$ cat src/common/aif_pkg.sv
`default_nettype none
package aif_pkg;
   localparam int NUM_LINES = 4;
   localparam int RESULT_W = 16;
   localparam int TRIM_W = 8;
   localparam int DIV_W = 4;
   localparam logic [TRIM_W-1:0] TRIM_12_SE = 8'h10;
   localparam logic [TRIM_W-1:0] TRIM_12_DIFF = 8'h20;
   localparam logic [TRIM_W-1:0] TRIM_16_SE = 8'h30;
   localparam logic [TRIM_W-1:0] TRIM_16_DIFF = 8'h40;
   localparam logic [DIV_W-1:0] STALE_DIV_LIMIT = 4'h2;
   localparam int CLK_PERIOD_NS = 10;
   localparam int READ_MIN_DELAY_CYC = 3;
   localparam int DUMMY_XFER_CYC = 2;
   typedef enum logic [2:0] {
      AIF_IDLE = 3'b000,
      AIF_DUMMY = 3'b001,
      AIF_READ = 3'b010,
      AIF_CLEAR = 3'b011,
      AIF_CHECK = 3'b100,
      AIF_RECLEAR = 3'b101
   } aif_host_state_t;
endpackage
`default_nettype wire

$ cat src/common/aif_link_if.sv
`timescale 1ns/1ps
`default_nettype none
interface aif_link_if #(
   parameter int N = aif_pkg::NUM_LINES,
   parameter int W = aif_pkg::RESULT_W
);
   logic [N-1:0] conversion_irq;
   logic [N-1:0] conversion_irq_flag;
   logic [N-1:0] irq_overflow_status;
   logic [N-1:0] irq_flag_clear;
   logic [N-1:0] irq_overflow_clear;
   logic [N-1:0] continue_to_interrupt;
   logic res_16bit;
   logic diff_mode;
   logic rd_req;
   logic [$clog2(N)-1:0] rd_line;
   logic [W-1:0] rd_data;
   logic rd_valid;
   modport dev (
      output conversion_irq, conversion_irq_flag, irq_overflow_status, rd_data, rd_valid,
      input irq_flag_clear, irq_overflow_clear, continue_to_interrupt, res_16bit, diff_mode, rd_req, rd_line
   );
   modport host (
      input conversion_irq, conversion_irq_flag, irq_overflow_status, rd_data, rd_valid,
      output irq_flag_clear, irq_overflow_clear, continue_to_interrupt, res_16bit, diff_mode, rd_req, rd_line
   );
endinterface
`default_nettype wire

$ cat src/hdl/aif_host.sv
`timescale 1ns/1ps
`default_nettype none
module aif_host #(
   parameter int N = aif_pkg::NUM_LINES,
   parameter int W = aif_pkg::RESULT_W,
   parameter int DUMMY_CYC = aif_pkg::DUMMY_XFER_CYC
) (
   input wire logic ref_clk_i,
   input wire logic rst_b_i,
   aif_link_if.host link,
   input wire logic [N-1:0] cont_cfg_i,
   input wire logic res_16bit_cfg_i,
   input wire logic diff_mode_cfg_i,
   input wire logic ovf_autoclear_i,
   output logic [W-1:0] result_o,
   output logic [$clog2(N)-1:0] result_line_o,
   output logic result_valid_o,
   output logic lost_o
);
   localparam int LW = $clog2(N);
   localparam int CW = 4;
   localparam logic [CW-1:0] WAIT_CYC = CW'(aif_pkg::READ_MIN_DELAY_CYC + DUMMY_CYC);

   // ****************************************
   // Configuration towards the device.
   // ****************************************
   logic [N-1:0] cont;
   logic res16;
   logic diff;

   always_ff @(posedge ref_clk_i or negedge rst_b_i) begin
      if (!rst_b_i) begin
         cont <= '0;
         res16 <= 1'b0;
         diff <= 1'b0;
      end else begin
         cont <= cont_cfg_i;
         res16 <= res_16bit_cfg_i;
         diff <= diff_mode_cfg_i;
      end
   end

   // ****************************************
   // Service sequence.
   // ****************************************
   aif_pkg::aif_host_state_t state;
   logic [LW-1:0] line;
   logic [CW-1:0] cnt;
   logic [N-1:0] flag_clr;
   logic [N-1:0] ovf_clr;
   logic rd_req;
   logic [LW-1:0] pick;
   logic found;

   always_comb begin
      pick = '0;
      found = 1'b0;
      for (int i = N - 1; i >= 0; i--) begin
         if (link.conversion_irq_flag[i]) begin
            pick = LW'(i);
            found = 1'b1;
         end
      end
   end

   always_ff @(posedge ref_clk_i or negedge rst_b_i) begin
      if (!rst_b_i) begin
         state <= aif_pkg::AIF_IDLE;
         line <= '0;
         cnt <= '0;
      end else begin
         unique case (state)
            aif_pkg::AIF_IDLE: begin
               if (found) begin
                  line <= pick;
                  cnt <= WAIT_CYC - 4'h1;
                  state <= aif_pkg::AIF_DUMMY;
               end
            end
            aif_pkg::AIF_DUMMY: begin
               if (cnt == '0) begin
                  state <= aif_pkg::AIF_READ;
               end else begin
                  cnt <= cnt - 4'h1;
               end
            end
            aif_pkg::AIF_READ: begin
               if (link.rd_valid) begin
                  state <= aif_pkg::AIF_CLEAR;
               end
            end
            aif_pkg::AIF_CLEAR: state <= aif_pkg::AIF_CHECK;
            aif_pkg::AIF_CHECK: begin
               if (link.irq_overflow_status[line]) begin
                  state <= aif_pkg::AIF_RECLEAR;
               end else begin
                  state <= aif_pkg::AIF_IDLE;
               end
            end
            aif_pkg::AIF_RECLEAR: state <= aif_pkg::AIF_IDLE;
            default: state <= aif_pkg::AIF_IDLE;
         endcase
      end
   end

   always_ff @(posedge ref_clk_i or negedge rst_b_i) begin
      if (!rst_b_i) begin
         rd_req <= 1'b0;
         flag_clr <= '0;
         ovf_clr <= '0;
      end else begin
         rd_req <= (state == aif_pkg::AIF_DUMMY) && (cnt == '0);
         flag_clr <= '0;
         ovf_clr <= '0;
         if ((state == aif_pkg::AIF_READ && link.rd_valid) || state == aif_pkg::AIF_CHECK) begin
            flag_clr[line] <= (state != aif_pkg::AIF_CHECK) || link.irq_overflow_status[line];
            ovf_clr[line] <= (state == aif_pkg::AIF_CHECK) && ovf_autoclear_i;
         end
      end
   end

   always_ff @(posedge ref_clk_i or negedge rst_b_i) begin
      if (!rst_b_i) begin
         result_o <= '0;
         result_line_o <= '0;
         result_valid_o <= 1'b0;
         lost_o <= 1'b0;
      end else begin
         result_valid_o <= (state == aif_pkg::AIF_READ) && link.rd_valid;
         lost_o <= (state == aif_pkg::AIF_CHECK) && link.irq_overflow_status[line];
         if (state == aif_pkg::AIF_READ && link.rd_valid) begin
            result_o <= link.rd_data;
            result_line_o <= line;
         end
      end
   end

   assign link.continue_to_interrupt = cont;
   assign link.res_16bit = res16;
   assign link.diff_mode = diff;
   assign link.rd_req = rd_req;
   assign link.rd_line = line;
   assign link.irq_flag_clear = flag_clr;
   assign link.irq_overflow_clear = ovf_clr;

endmodule // aif_host
`default_nettype wire

$ cat src/flat_wrapper.sv
// flat-port wrapper written by rule: the top's interface ports become plain ports
module aif_host_flat 
#(
   parameter int N = aif_pkg::NUM_LINES,
   parameter int W = aif_pkg::RESULT_W,
   parameter int DUMMY_CYC = aif_pkg::DUMMY_XFER_CYC
)
  (ref_clk_i, rst_b_i, cont_cfg_i, res_16bit_cfg_i, diff_mode_cfg_i, ovf_autoclear_i, result_o, result_line_o, result_valid_o, lost_o, link_conversion_irq, link_conversion_irq_flag, link_irq_overflow_status, link_rd_data, link_rd_valid, link_irq_flag_clear, link_irq_overflow_clear, link_continue_to_interrupt, link_res_16bit, link_diff_mode, link_rd_req, link_rd_line);
  aif_link_if #(.N(N), .W(W)) link_i ();
  input wire logic ref_clk_i;
  input wire logic rst_b_i;
  input wire logic [N-1:0] cont_cfg_i;
  input wire logic res_16bit_cfg_i;
  input wire logic diff_mode_cfg_i;
  input wire logic ovf_autoclear_i;
  output logic [W-1:0] result_o;
  output logic [$clog2(N)-1:0] result_line_o;
  output logic result_valid_o;
  output logic lost_o;
  input wire logic [$bits(link_i.conversion_irq)-1:0] link_conversion_irq;
  input wire logic [$bits(link_i.conversion_irq_flag)-1:0] link_conversion_irq_flag;
  input wire logic [$bits(link_i.irq_overflow_status)-1:0] link_irq_overflow_status;
  input wire logic [$bits(link_i.rd_data)-1:0] link_rd_data;
  input wire logic [$bits(link_i.rd_valid)-1:0] link_rd_valid;
  output wire logic [$bits(link_i.irq_flag_clear)-1:0] link_irq_flag_clear;
  output wire logic [$bits(link_i.irq_overflow_clear)-1:0] link_irq_overflow_clear;
  output wire logic [$bits(link_i.continue_to_interrupt)-1:0] link_continue_to_interrupt;
  output wire logic [$bits(link_i.res_16bit)-1:0] link_res_16bit;
  output wire logic [$bits(link_i.diff_mode)-1:0] link_diff_mode;
  output wire logic [$bits(link_i.rd_req)-1:0] link_rd_req;
  output wire logic [$bits(link_i.rd_line)-1:0] link_rd_line;
  assign link_i.conversion_irq = link_conversion_irq;
  assign link_i.conversion_irq_flag = link_conversion_irq_flag;
  assign link_i.irq_overflow_status = link_irq_overflow_status;
  assign link_i.rd_data = link_rd_data;
  assign link_i.rd_valid = link_rd_valid;
  assign link_irq_flag_clear = link_i.irq_flag_clear;
  assign link_irq_overflow_clear = link_i.irq_overflow_clear;
  assign link_continue_to_interrupt = link_i.continue_to_interrupt;
  assign link_res_16bit = link_i.res_16bit;
  assign link_diff_mode = link_i.diff_mode;
  assign link_rd_req = link_i.rd_req;
  assign link_rd_line = link_i.rd_line;
  aif_host #(.N(N), .W(W), .DUMMY_CYC(DUMMY_CYC)) u_core (.ref_clk_i(ref_clk_i), .rst_b_i(rst_b_i), .link(link_i), .cont_cfg_i(cont_cfg_i), .res_16bit_cfg_i(res_16bit_cfg_i), .diff_mode_cfg_i(diff_mode_cfg_i), .ovf_autoclear_i(ovf_autoclear_i), .result_o(result_o), .result_line_o(result_line_o), .result_valid_o(result_valid_o), .lost_o(lost_o));
endmodule
$ cat config.mk
export PLATFORM = sky130hd
export DESIGN_NAME = aif_host_flat
export DESIGN_NICKNAME = d
export VERILOG_FILES = /design/src/common/aif_pkg.sv /design/src/common/aif_link_if.sv /design/src/hdl/aif_host.sv /design/src/flat_wrapper.sv
export SDC_FILE = /design/constraint.sdc
export NUM_CORES = 1
export LEC_CHECK = 0
export ABC_AREA = 1
export BUFFER_PORTS_ARGS = -buffer_cell sky130_fd_sc_hd__clkbuf_2
export CAP_MARGIN = 20
export CORE_MARGIN = 2
export CORE_UTILIZATION = 30
export CTS_CLUSTER_DIAMETER = 50
export DETAILED_ROUTE_END_ITERATION = 7
export GPL_ROUTABILITY_DRIVEN = 0
export PLACE_DENSITY = 0.55
export SYNTH_ARGS = -nofsm -noshare
export SYNTH_HDL_FRONTEND = slang
export SYNTH_SLANG_ARGS = --single-unit
$ cat constraint.sdc
create_clock -name ref_clk_i -period 1.5 [get_ports ref_clk_i]
set_input_delay 0 -clock ref_clk_i [delete_from_list [all_inputs] [get_ports ref_clk_i]]
set_output_delay 0 -clock ref_clk_i [all_outputs]
set_load 0.01 [all_outputs]
Word level (Yosys, flattened, before mapping)
Index checks and enable logic that the tools add are counted.
Storage, ports and cells
  logic and storage cells: 62
  output and inout bits: 37
  bits in registers: 44
Cells by class
  bitwise gates (word level): 2
  add/subtract/negate cells: 1
  reductions and logical operators: 13
  order comparisons: 2
  eq/ne operators: 9
  multiplexer cells: 22
Operator list (number)
  $mux W4: 4
  $pmux W3 S5: 1
  $mux W3: 4
  $and A4 B4 Y4: 2
  $mux W2: 4
  $pmux W4 S2: 1
  $eq A3 B2 Y1 const B: 2
  $mux W1: 6
  $reduce_and A3 Y1: 2
  $logic_and A1 B1 Y1: 5
  $logic_not A4 Y1: 1
  $ne A2 B1 Y1 const B: 2
  $ne A2 B2 Y1 const B: 2
  $sub A4 B1 Y4 const B: 1
  $eq A3 B1 Y1 const B: 1
  $eq A3 B3 Y1 const B: 1
  $logic_not A3 Y1: 1
  $lt A2 B3 Y1 const B: 1
  $ne A3 B3 Y1 const B: 1
  $bmux W1 S2: 1
  $demux W1 S2: 1
  $ge A2 B1 Y1 const B: 1
  $logic_or A1 B1 Y1: 2
  $reduce_and A2 Y1: 1
  $reduce_bool A2 Y1: 1

Longest topological paths before layout
  depth after elaboration: 6
  gate-level depth with buffers: 10
  mapped depth without buffers: 10

Worst setup path before layout
OpenSTA, ideal clock, no wires.
  kind: flip-flop to flip-flop
  start point: register u_core.cnt[0]
  end point: register u_core.cnt[2]
  cell stages (with the launch flop): 10
  slack: 0.245 ns
  arrival time: 1.131 ns
  required time: 1.376 ns
  cell sequence: dfrtp_1 > inv_1 > ha_1 > inv_1 > nor2_1 > nand2_1 > nand2_2 > nand2_2 > inv_2 > o21ai_1
On the way
  longest elaborated chain between the ends: 3
  elaborated cells between the ends (all ways): 6
  classes of those cells: add/sub: 1; eq/ne: 1; mux: 2; reduce/logical: 2
Ends and longest elaborated chain
  start, declared: RTL line aif_host.sv:48  | logic [CW-1:0] cnt;
  start signal, assigned: RTL line aif_host.sv:76  | cnt <= WAIT_CYC - 4'h1;
  start signal, assigned: RTL line aif_host.sv:84  | cnt <= cnt - 4'h1;
  $sub A4 B1 Y4 or $logic_not A4 Y1 (tied branches): RTL line aif_host.sv:84, aif_host.sv:81
  $mux W4 or $ne A2 B2 Y1 (tied branches)
  $pmux W4 S2 or $reduce_and A3 Y1 (tied branches)
Parallel ways exist; a longest one is shown, timed or not. The select of a mux whose other input is x is not followed.
A chain may end at the register's enable or synchronous reset.

Worst setup path in the final report
  start point: register u_core.cnt[1]
  end point: register u_core.cnt[3]
Same word-level chain as after synthesis.

==> impl_metrics.json <==
{
  "fin_skew_ps": 6.596,
  "grt_pass1_vias": 1331,
  "startpoint_type": "flip-flop",
  "r2r_end": "u_core.cnt[3]",
  "synth_top_area_cell": "dfrtp_1",
  "grt_busiest_layer": "met2",
  "synth_nets": 228,
  "vias": 1510,
  "grt_pass1_wl_mm": 6.051,
  "start_util_pct": 31.31,
  "cts_buffers": 5,
  "final.setup.worst_slack_ps": 163.2,
  "dp_slack_ps": 100.9,
  "crit_path_max_incr_delay_ps": 360,
  "clk_pin_slew_ps": 80,
  "cts_tree": "built",
  "ir_drop_uv": 660.7,
  "ys_seq_area_share_pct": 63.08,
  "drive_above_1_share_pct": 32.65,
  "overflow": 0,
  "hold_viol": 0,
  "grtUsageMet1_pct": 15.75,
  "yosys_warnings": 0,
  "tightestPinTransition_ps": 551.5,
  "antenna_found_initial": 0,
  "cap_violations": 0,
  "clock-sinks": 44,
  "ys.flop_type": "dfrtp_1",
  "cts_root_buf": "clkbuf_8",
  "row_count": 27,
  "place_area_sq_um": 2186,
  "die_h_um": 80.28,
  "drt_wl_total_mm": 3.778,
  "synth_top_area_share_pct": 63.08,
  "drt-vias-per-instance": 4.160,
  "synth_cells": 189,
  "antenna_cells": 0,
  "clockBufferDepth": 2,
  "endpoint": "u_core.cnt[3]",
  "pwr_density_cell_nw_per_um2": 1636,
  "grt_use_total_pct": 12.52,
  "die-area_sq_um": 6444,
  "seqCellArea_sq_um": 1101,
  "num_io_pins": 75,
  "hp-start": "link_conversion_irq_flag[1]",
  "synth-edff-count": 0,
  "p_leak_nw": 1.410,
  "nNetsFinal": 330,
  "use_met3_pct": 3.708,
  "synth_common_cells": "80 x nand2_1, 44 x dfrtp_1, 14 x inv_1, 12 x nor2_1",
  "die_x_um": 80.28,
  "final-max-slew-violation-count": 0,
  "min_period_ps": 1337,
  "timing.rr.start": "u_core.cnt[1]",
  "wl_per_cell_um": 10.41,
  "r2r_cells": 10,
  "max_freq_mhz": 748.1,
  "critPathMaxFanout": 5,
  "num-fill-cells": 560,
  "end_kind": "flip-flop",
  "hpwl_mm": 2.626,
  "tns_ps": 0,
  "yosysMostFrequentCell": "nand2_1",
  "finalInstanceArea_sq_um": 2524,
  "cp_data_required_time_ps": 1720,
  "arrival_ps": 1560,
  "clock_latency_ps": 290,
  "drtIter0Drc": 52,
  "use_met2_pct": 19.83,
  "drcViolationCount": 0,
  "portBuffers": 70,
  "syn_to_final_growth_pct": 44.59,
  "outcome": "finished, final reports clean",
  "core_area_sq_um": 5574,
  "timing.final.setup_violations": 0,
  "hold_path_class": "input port to flip-flop",
  "fin_util_pct": 45.28,
  "ant_nets": 0,
  "yosysUniqueCellTypes": 22,
  "worstSetupPathType": "flip-flop to flip-flop",
  "ys_ff_latch": 44,
  "final.period_utilization_pct": 89.12,
  "firstDrtPassIters": 4,
  "rsz0062_at_grt": "false",
  "grt_max_degree": 45,
  "h-tree-depth": 2,
  "async_flop_share_pct": 100.0,
  "critPathSlowestCell": "dfrtp_1",
  "ys_top_cells_by_area": "dfrtp_1 63%, nand2_1 17%, inv_1 3.0%",
  "crit_start": "u_core.cnt[1]",
  "timing.slew.headroom_pct": 63.23,
  "multi_input_comb_area_sq_um": 549.3,
  "crit_chain": "inv_1, ha_1, inv_1, nor2_2, nand2_1, nand2_2, nand2_2, inv_2, nand2_1, o21ai_1",
  "reg2reg_slack_ps": 160,
  "syn_avg_cell_area_sq_um": 9.235,
  "syn_area_sq_um": 1745
}
routing by layer:
metal / wire length (um) / share of wire, %
met1: 1778 / 47
met2: 1695 / 45
met3: 235 / 6.2
met4: 69 / 1.8
met5: 0 / 0
flip-flops by register name (all words and copies together), names as in the netlist:
signal                             flops
u_core.result_o                       16
u_core.cnt                             4
u_core.link.continue_to_interrupt      4
u_core.link.irq_flag_clear             4
u_core.link.irq_overflow_clear         4
u_core.state                           3
u_core.link.rd_line                    2
u_core.result_line_o                   2
u_core.link.diff_mode                  1
u_core.link.rd_req                     1
u_core.link.res_16bit                  1
u_core.lost_o                          1
u_core.result_valid_o                  1
area by class of cell:
cell class	count	share of cell area [%]
clock buffers	6	2.876
repair buffers	98	25.19
flip-flops and latches	44	43.63
well taps	72	3.570
clock inverters	1	0.1983
multi-input cells	124	21.77
inverters	18	2.776
what timing repair did:
action,in CTS,in global routing
endpoints found under the setup margin,0,4
endpoints found under the hold margin,71,0
setup buffers,0,1
gates resized for setup,0,2
hold buffers,25,0
power breakdown:
| group | switching, mW | internal (mW) | leakage, nW |
|---|---|---|---|
| combinational | 0.943 | 0.677 | 0.806 |
| sequential | 0.263 | 1.56 | 0.562 |
| clock | 0.371 | 0.317 | 0.0410 |
| total | 1.58 | 2.55 | 1.41 |
logic make-up (layout without fill, tap and decap cells):
family                     count (synthesis)  count (layout)  synth area share [%]
AOI/OAI and AO/OA                         15              15                 4.874
adders and majority gates                  1               1                0.7167
buffers and inverters                     21             123                 5.591
DFF                                       44              44                 63.08
and+or+nand+nor                          108             108                 25.74
placed cells by master, fill, tap and decap left out, drive strengths merged:
cell	instances
nand2	85
clkbuf	76
dfrtp	44
dlygate4sd3	25
inv	18
nor2	15
o21ai	6
a21oi	5
nand3	5
buf	3
nor3	2
a22oi	1
o31ai	1
nand4	1
a31o	1
o22ai	1
ha	1
clkinv	1
critical path, delay by kind of cell, from the launching register on:
family | cells | cell delay, ps
AND/OR/NAND/NOR | 5 | 400
buffers and inverters | 3 | 240
flip-flops | 1 | 360
AO/OA/AOI/OAI | 1 | 70
adder cells (fa/ha/maj) | 1 | 180
per-stage QoR:
stage / total power, mW / std cells / hold slack, ps
5_1_grt: 4.525 / 363 / 37.30
3_3_place_gp: 3.387 / 330 / 108.7
4_1_cts: 4.174 / 362 / 19.66
2_1_floorplan: 2.843 / 189 / -295.6
6_report: 4.129 / 363 / 33.85
3_5_place_dp: 3.409 / 330 / 109.7
worst min-delay path by stage:
| stage | endpoint | slack, ps | depth (start not counted) |
|---|---|---|---|
| after floorplan | u_core.cnt[0] | -300 | 0 |
| after global placement | u_core.link.continue_to_interrupt[2] | 110 | 1 |
| after detailed placement | u_core.link.continue_to_interrupt[3] | 110 | 1 |
| after CTS | u_core.link.rd_line[0] | 20 | 3 |
| after global routing | u_core.link.rd_line[0] | 40 | 3 |
| final | u_core.link.rd_line[0] | 30 | 3 |
(Power assumes the default switching activity.)
